## src/tms_pkg.sv

```systemverilog
/*
 * Constants shared by the timer set: register indices, control bit
 * positions, writable-bit masks, prescaler terminal counts and reset values.
 * Assumes a 16-bit register port with a 5-bit word index.
 */
package tms_pkg;

    // ------------------------------------------------------------------
    // Channel numbering
    // ------------------------------------------------------------------
    localparam int NUM_CH      = 5;       // Standalone plus two pairs
    localparam int CH_ALONE    = 0;       // Standalone timer channel
    localparam int CH_ADC_UP   = 4;       // Upper timer of second pair

    // ------------------------------------------------------------------
    // Register indices (three words per channel, then shared words)
    // ------------------------------------------------------------------
    localparam int         ADR_W       = 5;
    localparam logic [4:0] ADR_STRIDE  = 5'h03; // Words per channel
    localparam logic [4:0] ADR_CTRL    = 5'h00; // Control word offset
    localparam logic [4:0] ADR_COUNT   = 5'h01; // Count word offset
    localparam logic [4:0] ADR_PERIOD  = 5'h02; // Period word offset
    localparam logic [4:0] ADR_FLAGS   = 5'h0f; // Event flags, write 1 clears
    localparam logic [4:0] ADR_HOLD0   = 5'h10; // Upper word hold, pair 0
    localparam logic [4:0] ADR_HOLD1   = 5'h11; // Upper word hold, pair 1

    // ------------------------------------------------------------------
    // Control register bit positions
    // ------------------------------------------------------------------
    localparam int BIT_RUN   = 15; // run_enable_bit
    localparam int BIT_IDLE  = 13; // idle_stop_bit
    localparam int BIT_GATE  = 6;  // gate_accumulate_bit
    localparam int BIT_PS_HI = 5;  // prescale_select msb
    localparam int BIT_PS_LO = 4;  // prescale_select lsb
    localparam int BIT_JOIN  = 3;  // pair_join_bit (lower timers)
    localparam int BIT_SYNC  = 2;  // ext_clock_sync_bit (standalone)
    localparam int BIT_SRC   = 1;  // clock_source_bit

    // Writable bits per control register kind; the rest read as zero
    localparam logic [15:0] MASK_ALONE = 16'ha076;
    localparam logic [15:0] MASK_LOWER = 16'ha07a;
    localparam logic [15:0] MASK_UPPER = 16'ha072;

    // ------------------------------------------------------------------
    // Prescaler terminal counts (divide ratio minus one)
    // ------------------------------------------------------------------
    localparam logic [7:0] PS_TERM_1   = 8'h00; // 1:1
    localparam logic [7:0] PS_TERM_8   = 8'h07; // 1:8
    localparam logic [7:0] PS_TERM_64  = 8'h3f; // 1:64
    localparam logic [7:0] PS_TERM_256 = 8'hff; // 1:256

    // ------------------------------------------------------------------
    // Reset values
    // ------------------------------------------------------------------
    localparam logic [15:0] RST_CTRL   = 16'h0000;
    localparam logic [15:0] RST_COUNT  = 16'h0000;
    localparam logic [15:0] RST_PERIOD = 16'hffff;
    localparam logic [4:0]  RST_FLAGS  = 5'h00;

endpackage

```

## src/tms_timer_set.sv

```systemverilog
/*
 * Timer set: one standalone 16-bit timer/counter and two pairs of 16-bit
 * timers that may be joined into 32-bit timers. Period match and gate
 * falling edge set sticky flags; the second pair also fires a converter
 * trigger. Assumes core_clk_i is the oscillator clock (the internal count
 * clock is half of it), idle and sleep come from same-clock core logic,
 * and timer pins are asynchronous.
 */
`timescale 1ns/10ps

module tms_timer_set
    import tms_pkg::*;
#(
    parameter int PRE_W = 8            // Prescaler counter width
) (
    input  wire logic              core_clk_i,  // Oscillator clock
    input  wire logic              rst_i,       // Async reset, high
    input  wire logic [ADR_W-1:0]  addr_i,      // Register word index
    input  wire logic [15:0]       wdata_i,     // Write data
    input  wire logic              wr_i,        // Write strobe
    input  wire logic              rd_i,        // Read strobe
    output logic      [15:0]       rdata_o,     // Read data, next cycle
    input  wire logic              idle_i,      // Device in Idle
    input  wire logic              sleep_i,     // Device in Sleep
    input  wire logic [NUM_CH-1:0] tmr_pin_i,   // Clock/gate pins
    output logic      [NUM_CH-1:0] flag_o,      // Sticky event flags
    output logic                   adc_trig_o   // Converter trigger pulse
);

    // ------------------------------------------------------------------
    // Parameter check
    // ------------------------------------------------------------------
    // The 1:256 ratio needs at least eight prescaler bits
    if (PRE_W < 8) begin : g_bad_pre
        $error("PRE_W must be at least 8");
    end

    // ------------------------------------------------------------------
    // State
    // ------------------------------------------------------------------
    logic [15:0]       ctrl_q  [NUM_CH];  // Control words
    logic [15:0]       cnt_q   [NUM_CH];  // Count words
    logic [15:0]       cnt_d   [NUM_CH];  // Next count words
    logic [15:0]       per_q   [NUM_CH];  // Period words
    logic [PRE_W-1:0]  pre_q   [NUM_CH];  // Prescaler counters
    logic [PRE_W-1:0]  pre_d   [NUM_CH];  // Next prescaler counters
    logic [15:0]       hold_q  [2];       // upper_word_hold per pair
    logic [NUM_CH-1:0] pin_m_q;           // Synchroniser first stage
    logic [NUM_CH-1:0] pin_s_q;           // Synchronised pins
    logic [NUM_CH-1:0] pin_p_q;           // Previous synchronised pins
    logic [NUM_CH-1:0] rise_q;            // Registered rise, sync path
    logic              tcy_q;             // Internal clock phase
    logic [NUM_CH-1:0] flag_q;            // Sticky flags
    logic [NUM_CH-1:0] flag_d;            // Next flags
    logic              adc_q;             // Trigger pulse
    logic [15:0]       rdata_q;           // Read data register

    // ------------------------------------------------------------------
    // Decode and per-channel clocking
    // ------------------------------------------------------------------
    wire               tcy_tick = tcy_q & ~sleep_i; // Internal tick
    wire [NUM_CH-1:0]  rise     = pin_s_q & ~pin_p_q;
    wire [NUM_CH-1:0]  fall     = ~pin_s_q & pin_p_q;
    logic [NUM_CH-1:0] wr_ctrl;   // Control word write
    logic [NUM_CH-1:0] wr_cnt;    // Count word write
    logic [NUM_CH-1:0] wr_per;    // Period word write
    logic [NUM_CH-1:0] rd_cnt;    // Count word read
    logic [NUM_CH-1:0] run;       // Channel allowed to count
    logic [NUM_CH-1:0] src_ev;    // Source event before prescaler
    logic [NUM_CH-1:0] tick;      // Counting tick after prescaler
    logic [NUM_CH-1:0] gate_fall; // Gate falling edge event
    logic [NUM_CH-1:0] match;     // 16-bit period equality
    logic [1:0]        join_p;    // Pair joined into 32 bits

    for (genvar i = 0; i < NUM_CH; i++) begin : g_ch
        localparam logic [4:0] BASE = 5'(i) * ADR_STRIDE;
        wire [15:0] c       = ctrl_q[i];
        wire        ext     = c[BIT_SRC];
        // Only the standalone timer may count the raw pin edge
        wire        async_m = (i == CH_ALONE) && ext && !c[BIT_SYNC];
        wire        ext_ev  = async_m ? rise[i]
                                      : rise_q[i] & ~sleep_i;
        wire        int_ev  = tcy_tick &
                              (~c[BIT_GATE] | pin_s_q[i]);
        wire [1:0]  ps      = c[BIT_PS_HI:BIT_PS_LO];
        wire [PRE_W-1:0] term = (ps == 2'b00) ? PRE_W'(PS_TERM_1)
                              : (ps == 2'b01) ? PRE_W'(PS_TERM_8)
                              : (ps == 2'b10) ? PRE_W'(PS_TERM_64)
                              : PRE_W'(PS_TERM_256);

        assign wr_ctrl[i]   = wr_i & (addr_i == BASE + ADR_CTRL);
        assign wr_cnt[i]    = wr_i & (addr_i == BASE + ADR_COUNT);
        assign wr_per[i]    = wr_i & (addr_i == BASE + ADR_PERIOD);
        assign rd_cnt[i]    = rd_i & (addr_i == BASE + ADR_COUNT);
        // Run bit gates counting; idle-stop halts in Idle
        assign run[i]       = c[BIT_RUN] &
                              ~(idle_i & c[BIT_IDLE]);
        assign src_ev[i]    = ext ? ext_ev : int_ev;
        assign tick[i]      = run[i] & src_ev[i] & (pre_q[i] == term);
        assign gate_fall[i] = c[BIT_RUN] & ~ext & c[BIT_GATE] & fall[i];
        assign match[i]     = cnt_q[i] == per_q[i];

        // Prescaler restarts on any control write or while stopped
        always_comb begin
            if (!run[i] || wr_ctrl[i]) begin
                pre_d[i] = '0;
            end else if (src_ev[i]) begin
                pre_d[i] = (pre_q[i] == term) ? '0 : pre_q[i] + 1'b1;
            end else begin
                pre_d[i] = pre_q[i];
            end
        end
    end

    assign join_p[0] = ctrl_q[1][BIT_JOIN];
    assign join_p[1] = ctrl_q[3][BIT_JOIN];

    // ------------------------------------------------------------------
    // Count and flag next state
    // ------------------------------------------------------------------
    // Flags set on the tick that wraps the count; set beats a clear.
    logic [NUM_CH-1:0] set_v;    // Flag set events
    logic              adc_d;    // Trigger next value
    always_comb begin
        int lo;
        int up;
        logic [31:0] wide;
        lo    = 0;
        up    = 0;
        wide  = 32'h0;
        set_v = '0;
        adc_d = 1'b0;
        for (int i = 0; i < NUM_CH; i++) begin
            cnt_d[i] = cnt_q[i];
        end
        // Standalone timer
        if (tick[CH_ALONE]) begin
            cnt_d[CH_ALONE] = match[CH_ALONE] ? 16'h0000
                                              : cnt_q[CH_ALONE] + 16'h0001;
        end
        set_v[CH_ALONE] = (tick[CH_ALONE] & match[CH_ALONE]) |
                          gate_fall[CH_ALONE];
        for (int p = 0; p < 2; p++) begin
            lo = 1 + 2 * p;
            up = 2 + 2 * p;
            if (join_p[p]) begin
                // Upper controls and pin ignored; lower drives both words
                wide = {cnt_q[up], cnt_q[lo]} + 32'h0000_0001;
                if (tick[lo]) begin
                    if (match[lo] && match[up]) begin
                        cnt_d[lo] = 16'h0000;
                        cnt_d[up] = 16'h0000;
                        set_v[up] = 1'b1;
                    end else begin
                        cnt_d[lo] = wide[15:0];
                        cnt_d[up] = wide[31:16];
                    end
                end
                set_v[up] = set_v[up] | gate_fall[lo];
            end else begin
                // Two separate 16-bit timers
                for (int k = lo; k <= up; k++) begin
                    if (tick[k]) begin
                        cnt_d[k] = match[k] ? 16'h0000
                                            : cnt_q[k] + 16'h0001;
                    end
                    set_v[k] = (tick[k] & match[k]) | gate_fall[k];
                end
            end
        end
        // Trigger: second pair only, upper timer or joined match
        adc_d = join_p[1] ? (tick[3] & match[3] & match[4])
                          : (tick[CH_ADC_UP] & match[CH_ADC_UP]);
        // Software write of a count word wins over counting
        for (int i = 0; i < NUM_CH; i++) begin
            if (wr_cnt[i]) begin
                cnt_d[i] = wdata_i;
            end
        end
    end

    // Write-one-to-clear, set wins
    wire clr_flags = wr_i & (addr_i == ADR_FLAGS);
    assign flag_d = (flag_q & ~(clr_flags ? wdata_i[NUM_CH-1:0] : '0))
                  | set_v;

    // ------------------------------------------------------------------
    // Read multiplexer
    // ------------------------------------------------------------------
    logic [15:0] rd_mux;  // Selected word
    always_comb begin
        rd_mux = 16'h0000;
        for (int i = 0; i < NUM_CH; i++) begin
            if (addr_i == 5'(i) * ADR_STRIDE + ADR_CTRL) begin
                rd_mux = ctrl_q[i];
            end
            if (addr_i == 5'(i) * ADR_STRIDE + ADR_COUNT) begin
                rd_mux = cnt_q[i];
            end
            if (addr_i == 5'(i) * ADR_STRIDE + ADR_PERIOD) begin
                rd_mux = per_q[i];
            end
        end
        if (addr_i == ADR_FLAGS) begin
            rd_mux = {11'h000, flag_q};
        end
        if (addr_i == ADR_HOLD0) begin
            rd_mux = hold_q[0];
        end
        if (addr_i == ADR_HOLD1) begin
            rd_mux = hold_q[1];
        end
    end

    // ------------------------------------------------------------------
    // Pin synchronisers and internal clock phase
    // ------------------------------------------------------------------
    // Extra rise stage aligns synchronised clocks; async path skips it
    always_ff @(posedge core_clk_i or posedge rst_i) begin
        if (rst_i) begin
            pin_m_q <= '0;
            pin_s_q <= '0;
            pin_p_q <= '0;
            rise_q  <= '0;
            tcy_q   <= 1'b0;
        end else begin
            pin_m_q <= tmr_pin_i;
            pin_s_q <= pin_m_q;
            pin_p_q <= pin_s_q;
            rise_q  <= rise;
            tcy_q   <= ~tcy_q & ~sleep_i;  // Stops in Sleep
        end
    end

    // ------------------------------------------------------------------
    // Control, period, count and prescaler registers
    // ------------------------------------------------------------------
    always_ff @(posedge core_clk_i or posedge rst_i) begin
        if (rst_i) begin
            for (int i = 0; i < NUM_CH; i++) begin
                ctrl_q[i] <= RST_CTRL;
                per_q[i]  <= RST_PERIOD;
                cnt_q[i]  <= RST_COUNT;
                pre_q[i]  <= '0;
            end
        end else begin
            for (int i = 0; i < NUM_CH; i++) begin
                if (wr_ctrl[i]) begin
                    ctrl_q[i] <= wdata_i & ((i == CH_ALONE) ? MASK_ALONE
                                          : (i % 2 == 1) ? MASK_LOWER
                                          : MASK_UPPER);
                end
                if (wr_per[i]) begin
                    per_q[i] <= wdata_i;
                end
                cnt_q[i] <= cnt_d[i];
                pre_q[i] <= pre_d[i];
            end
        end
    end

    // ------------------------------------------------------------------
    // Hold words, flags, trigger and read data
    // ------------------------------------------------------------------
    // Lower-word read latches the upper word for a coherent 32-bit read
    always_ff @(posedge core_clk_i or posedge rst_i) begin
        if (rst_i) begin
            hold_q[0] <= RST_COUNT;
            hold_q[1] <= RST_COUNT;
            flag_q    <= RST_FLAGS;
            adc_q     <= 1'b0;
            rdata_q   <= 16'h0000;
        end else begin
            if (rd_cnt[1] && join_p[0]) begin
                hold_q[0] <= cnt_q[2];
            end
            if (rd_cnt[3] && join_p[1]) begin
                hold_q[1] <= cnt_q[4];
            end
            flag_q  <= flag_d;
            adc_q   <= adc_d;
            rdata_q <= rd_i ? rd_mux : 16'h0000;
        end
    end

    assign rdata_o    = rdata_q;
    assign flag_o     = flag_q;
    assign adc_trig_o = adc_q;

endmodule

```

## config.mk

```make
export PLATFORM = sky130hd
export DESIGN_NAME = tms_timer_set
export DESIGN_NICKNAME = d
export VERILOG_FILES = /design/src/tms_pkg.sv /design/src/tms_timer_set.sv
export SDC_FILE = /design/constraint.sdc
export NUM_CORES = 1
export LEC_CHECK = 0
export ABC_AREA = 1
export BUFFER_PORTS_ARGS = -buffer_cell sky130_fd_sc_hd__buf_2
export CAP_MARGIN = 20
export CELL_PAD_IN_SITES_DETAIL_PLACEMENT = 1
export CELL_PAD_IN_SITES_GLOBAL_PLACEMENT = 1
export CORE_MARGIN = 2
export CORE_UTILIZATION = 35
export CTS_CLUSTER_DIAMETER = 150
export DETAILED_ROUTE_END_ITERATION = 10
export PLACE_DENSITY = 0.68
export SLEW_MARGIN = 20
export SYNTH_ARGS = -nofsm -noshare
export SYNTH_HDL_FRONTEND = slang
export SYNTH_SLANG_ARGS = --single-unit
```

## constraint.sdc

```tcl
create_clock -name core_clk_i -period 11.2 [get_ports core_clk_i]
set_input_delay 0.56 -clock core_clk_i [delete_from_list [all_inputs] [get_ports core_clk_i]]
set_output_delay 0.56 -clock core_clk_i [all_outputs]
set_load 0.02 [all_outputs]
```

==> results of run 1 <==
through the flow:
stage               power (mW)  cell area [um^2]  setup slack [ps]
global route              4.21             20500              7910
finish                    4.00             20500              8160
detailed placement        2.70             19100              7670
global placement          2.65             19100              7810
CTS                       4.01             20400              8260
floorplan                 2.30             18400              2260
cells by family after synthesis:
family	Yosys count	synth area share
fa+ha+maj	10	0.00678
compound gates	488	0.151
flops	308	0.423
buf+inv	357	0.0788
simple gates	1179	0.288
xor+xnor	111	0.0527
cell type report:
| class | count | area (um^2) | share of cell area |
|---|---|---|---|
| clock buffers | 65 | 1200 | 0.0585 |
| well taps | 688 | 861 | 0.0421 |
| clock inverters | 7 | 104 | 0.00508 |
| diodes | 3 | 7.51 | 0.000367 |
| repair buffers | 59 | 310 | 0.0152 |
| multi-input cells | 1788 | 9190 | 0.449 |
| flip-flops and latches | 308 | 7810 | 0.382 |
| inverters | 260 | 987 | 0.0483 |
worst max-delay path, cell delays in order:
cell and delay [ps]:
buf_2 220, inv_2 80, nor2_1 190, nand2_1 140, nor2_2 330, inv_2 210
nor2_2 570, inv_2 330, nand3_2 360, inv_2 210, a21oi_1 180, nand2_1 70
nand2_1 60
sequential cells by signal (all words and copies together), names as in the netlist:
register / count
adc_trig_o: 1
cnt_q: 80
flag_o: 5
g_ch.c: 33
hold_q: 32
per_q: 80
pin_m_q: 5
pin_p_q: 5
pin_s_q: 5
pre_q: 40
rdata_o: 16
rise_q: 5
tcy_q: 1
placed cells by master (no fill, tap or decap), types with 15 or more instances in the layout:
master,n
a21oi_1,107
buf_2,53
clkbuf_1,16
clkbuf_16,41
dfrtp_1,228
dfstp_2,80
inv_1,214
inv_2,42
nand2_1,632
nand3_1,148
nand4_1,51
nor2_1,177
nor2_2,27
nor3_1,45
nor3_2,16
o2111ai_1,15
o211ai_1,52
o21ai_0,233
o21ai_1,23
or2_2,18
xnor2_1,30
xor2_1,81
per-layer routing:
layer | part of all wire | track usage | up-vias
met5 | 0 | 0 | -
met4 | 0.035 | 0.0951 | 0
met3 | 0.044 | 0.0302 | 128
met2 | 0.45 | 0.423 | 422
met1 | 0.47 | 0.378 | 8930
li1 | - | - | 8151
power by group through the flow:
stage	clock network, mW	logic, mW	registers (mW)
floorplan	0	0.747	1.55
global placement	0	0.937	1.71
detailed placement	0	0.974	1.72
CTS	1.32	0.980	1.71
global route	1.37	1.10	1.74
finish	1.30	0.982	1.72
worst paths after layout:
kind | startpoint | endpoint | slack, ps | depth (start not counted)
setup / recovery | addr_i[0] | cnt_q[8]$_DFFE_PP0P_ | 8160 | 13
min in group asynchronous | rst_i | pre_q[7]$_DFFE_PP0P_ | 140 | 2
setup reg to reg | cnt_q[32]$_DFFE_PP0P_ | cnt_q[32]$_DFFE_PP0P_ | 8400 | 11
max in group asynchronous | rst_i | hold_q[7]$_DFFE_PP0P_ | 8640 | 4
hold / removal | tmr_pin_i[2] | pin_m_q[2]$_DFF_PP0_ | 90 | 1
hold reg to reg | pin_m_q[4]$_DFF_PP0_ | pin_s_q[4]$_DFF_PP0_ | 350 | 0
==> insert_results.sql, run 1 <==
INSERT INTO impl_metrics (metric_group, metric, value, unit) VALUES
('place', 'hpwl', '53100', 'um'),
('clocking', 'clock-sinks', '308', ''),
('clocking', 'longest_clk_path_bufs', '3', ''),
('grt', 'number_of_antenna_violations_at_the_first_check_in_global_routing', '2', ''),
('clocking', 'hold_fix_buffers_cts', '0', ''),
('yosys', 'synth_async_sr_flop_share', '1.00', ''),
('route', 'finalWirelength', '72000', 'um'),
('power_and_ir_drop', 'power.ir.vdd_worst', '111', 'uV'),
('cells_and_area', 'areaGrowthSynthToFinish', '10.9', '%'),
('place', 'port_buffers', '53', ''),
('yosys', 'yosysUniqueCellTypes', '64', ''),
('job', 'maxCapViolations', '0', ''),
('power_and_ir_drop', 'power_frac_clock', '0.325', ''),
('worst_setup_path', 'arrival_time_worst_endpoint', '3530', 'ps'),
('worst_setup_path', 'setup.worst_path.end_class', 'register', ''),
('clocking', 'clk_root_buffer_cell', 'clkbuf_16', ''),
('route', 'via_count', '17600', ''),
('sta', 'drv_slew', '0', ''),
('power_and_ir_drop', 'internal_dissipation', '2.48', 'mW'),
('yosys', 'synth_largest_type_area_fraction', '0.309', ''),
('floorplanning', 'die_height', '234', 'um'),
('power_and_ir_drop', 'power_frac_comb', '0.246', ''),
('yosys', 'post_synth_inst_count', '2453', ''),
('grt', 'grt_max_degree', '118', ''),
('yosys', 'synth.net_count', '2495', ''),
('sta', 'setup_viol', '0', ''),
('route', 'route.detailed.vias_per_inst', '5.55', ''),
('cells_and_area', 'layout-drive-gt1-share', '0.134', ''),
('sta', 'worst_pin_slew', '1030', 'ps'),
('cells_and_area', 'net_total_in_the_final_layout', '2498', ''),
('route', 'drt_pass1_iterations', '5', ''),
('yosys', 'cell_taking_the_most_area_after_synthesis', 'dfrtp_1', ''),
('floorplanning', 'placementRows', '84', ''),
('cells_and_area', 'stdcell_count', '3178', ''),
('yosys', 'synth-warning-count', '0', ''),
('clocking', 'number_of_levels_the_h_tree_was_split_into', '2', ''),
('floorplanning', 'die_ar', '54500', 'um^2'),
('sta', 'setup-tns-final', '0', 'ps'),
('worst_setup_path', 'worst_setup_path_start_kind', 'primary input', ''),
('grt', 'grtUsageTotal', '0.268', ''),
('clocking', 'cts-buffers-inserted', '39', ''),
('clocking', 'clk_transition_reported_paths', '60', 'ps'),
('route', 'route.detailed.wl_per_inst', '22.7', 'um'),
('clocking', 'worstSkewPairLatency', '580', 'ps'),
('sta', 'finalClockSkew', '31.3', 'ps'),
('yosys', 'postSynthAreaPerCell', '7.52', 'um^2'),
('worst_setup_path', 'worstSetupPathType', 'in2reg', ''),
('sta', 'achievable-frequency', '0.329', 'GHz'),
('sta', 'holdWs', '85.3', 'ps'),
('power_and_ir_drop', 'power.leakage', '8.90', 'nW'),
('cells_and_area', 'nFillCells', '6504', ''),
('hold_path', 'hp-class', 'in2reg', ''),
('route', 'initialDrtViolationCount', '1367', ''),
('cells_and_area', 'fin_util', '0.391', ''),
('power_and_ir_drop', 'power_per_cell_area', '196', 'nW/um^2'),
('yosys', 'synthFlopType', 'dfrtp_1', ''),
('yosys', 'synth-edff-count', '0', ''),
('floorplanning', 'ioPinCount', '54', ''),
('route', 'antenna_violating_nets_post_route', '0', ''),
('clocking', 'post_cts_resized', '0', ''),
('worst_setup_path', 'timing.critical_path.fanout_max', '18', ''),
('run_status', 'outcome', 'complete, no violations', ''),
('grt', 'grt_pass1_wl', '111000', 'um'),
('sta', 'finalCriticalPeriod', '3040', 'ps'),
('sta', 'rsz0062_at_grt', 'no', ''),
('floorplanning', 'start_util', '0.352', ''),
('power_and_ir_drop', 'netSwitchingPower', '1.52', 'mW'),
('sta', 'slew_headroom', '0.308', ''),
('yosys', 'ys_ff_latch', '308', ''),
('place', 'placed_cells_incl_taps', '3103', ''),
('worst_setup_path', 'worst_ep_required_time', '11700', 'ps');
(Power assumes the default switching activity.)
==> run 2: changes to the inputs <==
--- a/config.mk
+++ b/config.mk
@@ -5,7 +5,7 @@
 export SDC_FILE = /design/constraint.sdc
 export NUM_CORES = 1
 export LEC_CHECK = 0
-export ABC_AREA = 1
+export ABC_AREA = 0
 export BUFFER_PORTS_ARGS = -buffer_cell sky130_fd_sc_hd__buf_2
 export CAP_MARGIN = 20
 export CELL_PAD_IN_SITES_DETAIL_PLACEMENT = 1
==> constraint.sdc (replaced) <==
create_clock -name core_clk_i -period 2.5 [get_ports core_clk_i]
set_input_delay 0.125 -clock core_clk_i [delete_from_list [all_inputs] [get_ports core_clk_i]]
set_output_delay 0.125 -clock core_clk_i [all_outputs]
set_load 0.02 [all_outputs]
==> run 2 against run 1 <==
Effect of this change: the flow now finishes with violations (setup timing); synthesized cell count down 21%; die area shrank 1.5%; setup slack got worse by 8300 ps; combinational power grew to 4.9 times the previous value; power grew to 4.4 times the previous value; global-route usage is essentially flat; final cell count down 9.0%; utilization is 5.1 points higher; non-clock buffer count grew 275; clock power increased to 4.5 times the previous value; sequential power grew to 4.1 times the previous value; critical path depth is 7 lower.
==> insert_results.sql, run 2 <==
INSERT INTO impl_metrics (metric_group, metric, value, unit) VALUES
('run_status', 'outcome', 'finished with violations', ''),
('run_status', 'violations', 'setup timing', ''),
('sta', 'finalClockSkew', '22.5', 'ps'),
('place', 'port_buffers', '53', ''),
('clocking', 'number_of_levels_the_h_tree_was_split_into', '2', ''),
('yosys', 'synthFlopType', 'dfrtp_1', ''),
('worst_setup_path', 'reg2reg_from', 'pre_q[34]$_DFFE_PP0P_', ''),
('yosys', 'ys_ff_latch', '308', ''),
('worst_setup_path', 'arrival_time_worst_endpoint', '3170', 'ps'),
('yosys', 'cell_taking_the_most_area_after_synthesis', 'dfrtp_1', ''),
('worst_setup_path', 'crit_start', 'pre_q[34]$_DFFE_PP0P_', ''),
('grt', 'grt_pass1_wl', '110000', 'um'),
('worst_setup_path', 'worstSetupPathType', 'reg2reg', ''),
('sta', 'final-hold-violation-count', '0', ''),
('yosys', 'postSynthAreaPerCell', '9.31', 'um^2'),
('cells_and_area', 'layout_common_cells', 'buf_4, dfrtp_1, nand2_1, mux2_2, nor2_1', ''),
('yosys', 'post_synth_inst_count', '1950', ''),
('sta', 'achievable-frequency', '0.373', 'GHz'),
('sta', 'drv_slew', '0', ''),
('worst_setup_path', 'endpoint', 'cnt_q[71]$_DFFE_PP0P_', ''),
('route', 'route.detailed.vias_per_inst', '6.04', ''),
('route', 'finalWirelength', '72700', 'um'),
('route', 'via_count', '17500', ''),
('floorplanning', 'fp.coreArea', '51300', 'um^2'),
('worst_setup_path', 'setup.reg_to_reg.worst_slack', '-180', 'ps'),
('yosys', 'synth-warning-count', '0', ''),
('worst_setup_path', 'worst_setup_path_start_kind', 'register', ''),
('route', 'route.detailed.wl_per_inst', '25.1', 'um'),
('cells_and_area', 'layout-drive-gt1-share', '0.325', ''),
('sta', 'slew_headroom', '0.408', ''),
('grt', 'grt_pass1_vias', '18000', ''),
('cells_and_area', 'layout_top_registers', 'cnt_q (80), per_q (80), pre_q (40)', ''),
('sta', 'final_clock_period_utilization_by_the_worst_path', '1.07', ''),
('clocking', 'clk_transition_reported_paths', '60', 'ps'),
('worst_setup_path', 'worst_ep_required_time', '2980', 'ps'),
('grt', 'grtUsageTotal', '0.267', ''),
('hold_path', 'hp-class', 'in2reg', ''),
('sta', 'worst_pin_slew', '879', 'ps'),
('route', 'final_routed_drc_violation_total', '0', ''),
('place', 'hpwl', '52000', 'um'),
('cells_and_area', 'mostFrequentLayoutCell', 'buf_4', ''),
('grt', 'grt_max_degree', '136', ''),
('yosys', 'yosys.cell_count.top_type', 'dfrtp_1', ''),
('yosys', 'syn-cell-area', '18200', 'um^2'),
('worst_setup_path', 'setup.worst_path.end_class', 'register', ''),
('sta', 'final_critical_path_setup_slack', '-184', 'ps'),
('yosys', 'yosysUniqueCellTypes', '83', ''),
('yosys', 'synth.cells.most_frequent', 'dfrtp_1, nand2_1, mux2_2, o21ai_0, nor2_1', ''),
('yosys', 'synth_seq_area_share', '0.430', ''),
('clocking', 'longest_clk_path_bufs', '3', ''),
('sta', 'finalCriticalPeriod', '2680', 'ps'),
('floorplanning', 'die_ar', '53700', 'um^2'),
('sta', 'setup_viol', '31', ''),
('yosys', 'synth-edff-count', '0', ''),
('grt', 'number_of_antenna_violations_at_the_first_check_in_global_routing', '2', ''),
('worst_setup_path', 'ff2ff_path_depth', '6', ''),
('cells_and_area', 'areaGrowthSynthToFinish', '25.0', '%'),
('route', 'antenna_violating_nets_post_route', '0', ''),
('floorplanning', 'die_w', '232', 'um'),
('route', 'drt_pass1_iterations', '5', ''),
('grt', 'grt_remaining_overflow', '0', ''),
('yosys', 'synth.net_count', '1992', ''),
('sta', 'holdWs', '31.4', 'ps'),
('sta', 'rsz0062_at_grt', 'yes', ''),
('clocking', 'clock-sinks', '308', ''),
('power_and_ir_drop', 'power.leakage', '9.46', 'nW'),
('power_and_ir_drop', 'power_per_cell_area', '779', 'nW/um^2'),
('cells_and_area', 'stdcell_count', '2893', ''),
('job', 'maxCapViolations', '0', ''),
('cells_and_area', 'net_total_in_the_final_layout', '2224', ''),
('floorplanning', 'ioPinCount', '54', ''),
('yosys', 'netlist_top_cells_area', 'dfrtp_1, dfstp_2, mux2_2', ''),
('worst_setup_path', 'rr_endpoint', 'cnt_q[71]$_DFFE_PP0P_', ''),
('yosys', 'synth_largest_type_area_fraction', '0.314', ''),
('yosys', 'synth_async_sr_flop_share', '1.00', ''),
('clocking', 'clk_root_buffer_cell', 'clkbuf_16', ''),
('clocking', 'cts-buffers-inserted', '39', ''),
('clocking', 'worstSkewPairLatency', '570', 'ps'),
('floorplanning', 'die_height', '232', 'um'),
('place', 'placed_cells_incl_taps', '2793', ''),
('place', 'finalWeightedCongestion', '0.941', ''),
('route', 'initialDrtViolationCount', '1551', ''),
('floorplanning', 'placementRows', '83', ''),
('worst_setup_path', 'timing.critical_path.fanout_max', '7', ''),
('power_and_ir_drop', 'power.ir.vdd_worst', '499', 'uV'),
('clocking', 'cts_tree', 'done', ''),
('floorplanning', 'start_util', '0.354', '');
run 2: cell types whose count changed in the layout (fill, tap and decap cells not counted), sizes merged, moves of 48 or more:
cell / delta
nor2: -60
mux2: +153
nand2: -486
xor2: -48
buf: +265
inv: -239
nand3: -84
o21ai: -101
run 2: critical path: stages (launching register included):
cell,delay (ps)
dfrtp_1,380
or4_4,550
a2111oi_4,390
a41oi_4,70
or4b_4,590
or3b_1,410
a31oi_2,210
run 2: worst min path at each step:
| stage | from | end | slack (ps) | cells past startpoint |
|---|---|---|---|---|
| finish | rd_i | rdata_o[12]$_DFF_PP0_ | 30 | 3 |
| global placement | rst_i | pre_q[5]$_DFFE_PP0P_ | 140 | 2 |
| detailed placement | rst_i | pre_q[5]$_DFFE_PP0P_ | 140 | 2 |
| CTS | rd_i | rdata_o[12]$_DFF_PP0_ | 4 | 3 |
| floorplan | tmr_pin_i[0] | pin_m_q[0]$_DFF_PP0_ | 160 | 0 |
| global route | rd_i | rdata_o[12]$_DFF_PP0_ | 40 | 3 |
run 2: cell type report:
type                    instances  area (um^2)
flip-flops and latches        308         7810
fillers                      5839        28600
well taps                     680          851
clock inverters                15          184
inverters                      20         78.8
diodes                          1         2.50
multi-input cells            1479        10100
repair buffers                334         2520
clock buffers                  56         1140
run 2: cell families (layout without fill, tap and decap cells):
| group | count (synthesis) | in the layout | share of synthesized area |
|---|---|---|---|
| flip-flops | 308 | 308 | 0.430 |
| AND/OR/NAND/NOR | 652 | 653 | 0.182 |
| other | 0 | 1 | 0 |
| multiplexers | 171 | 171 | 0.107 |
| adder cells (fa/ha/maj) | 10 | 10 | 0.00689 |
| XOR/XNOR | 85 | 85 | 0.0410 |
| AO/OA/AOI/OAI | 560 | 560 | 0.199 |
| buffers and inverters | 164 | 425 | 0.0345 |
run 2: power breakdown:
part           total, mW  switching (mW)  internal, mW  leakage [nW]
Combinational       4.82            2.66          2.16          5.06
Sequential          6.98           0.994          5.99          3.76
Clock               5.88            2.38          3.51         0.643
run 2: per-layer routing:
layer | global-route usage | part of all wire | vias up
met2 | 0.439 | 0.48 | 574
li1 | - | - | 7699
met3 | 0.0406 | 0.051 | 181
met4 | 0.126 | 0.049 | 0
met1 | 0.345 | 0.42 | 9019
met5 | 0 | 0 | -
run 2: timing repair:
action | CTS | global route
endpoints found under the hold margin | 55 | 0
pin swaps | 10 | 15
cloned | 2 | 0
endpoints found under the setup margin | 48 | 68
gates resized for setup | 21 | 51
hold buffers | 9 | 0
buffers inserted | 2 | 15
run 2: metrics by stage:
| stage | cell area, um^2 | utilization | TNS, ps | power (mW) | worst slack, ps |
|---|---|---|---|---|---|
| finish | 22700 | 0.442 | -2280 | 17.7 | -184 |
| global route | 22700 | 0.442 | -4620 | 18.4 | -292 |
| CTS | 22400 | 0.436 | -1930 | 17.6 | -151 |
| detailed placement | 20800 | 0.405 | -2650 | 11.6 | -181 |
| global placement | 20800 | 0.405 | -2090 | 11.4 | -180 |
| floorplan | 18200 | - | -426980 | 9.43 | -1660 |
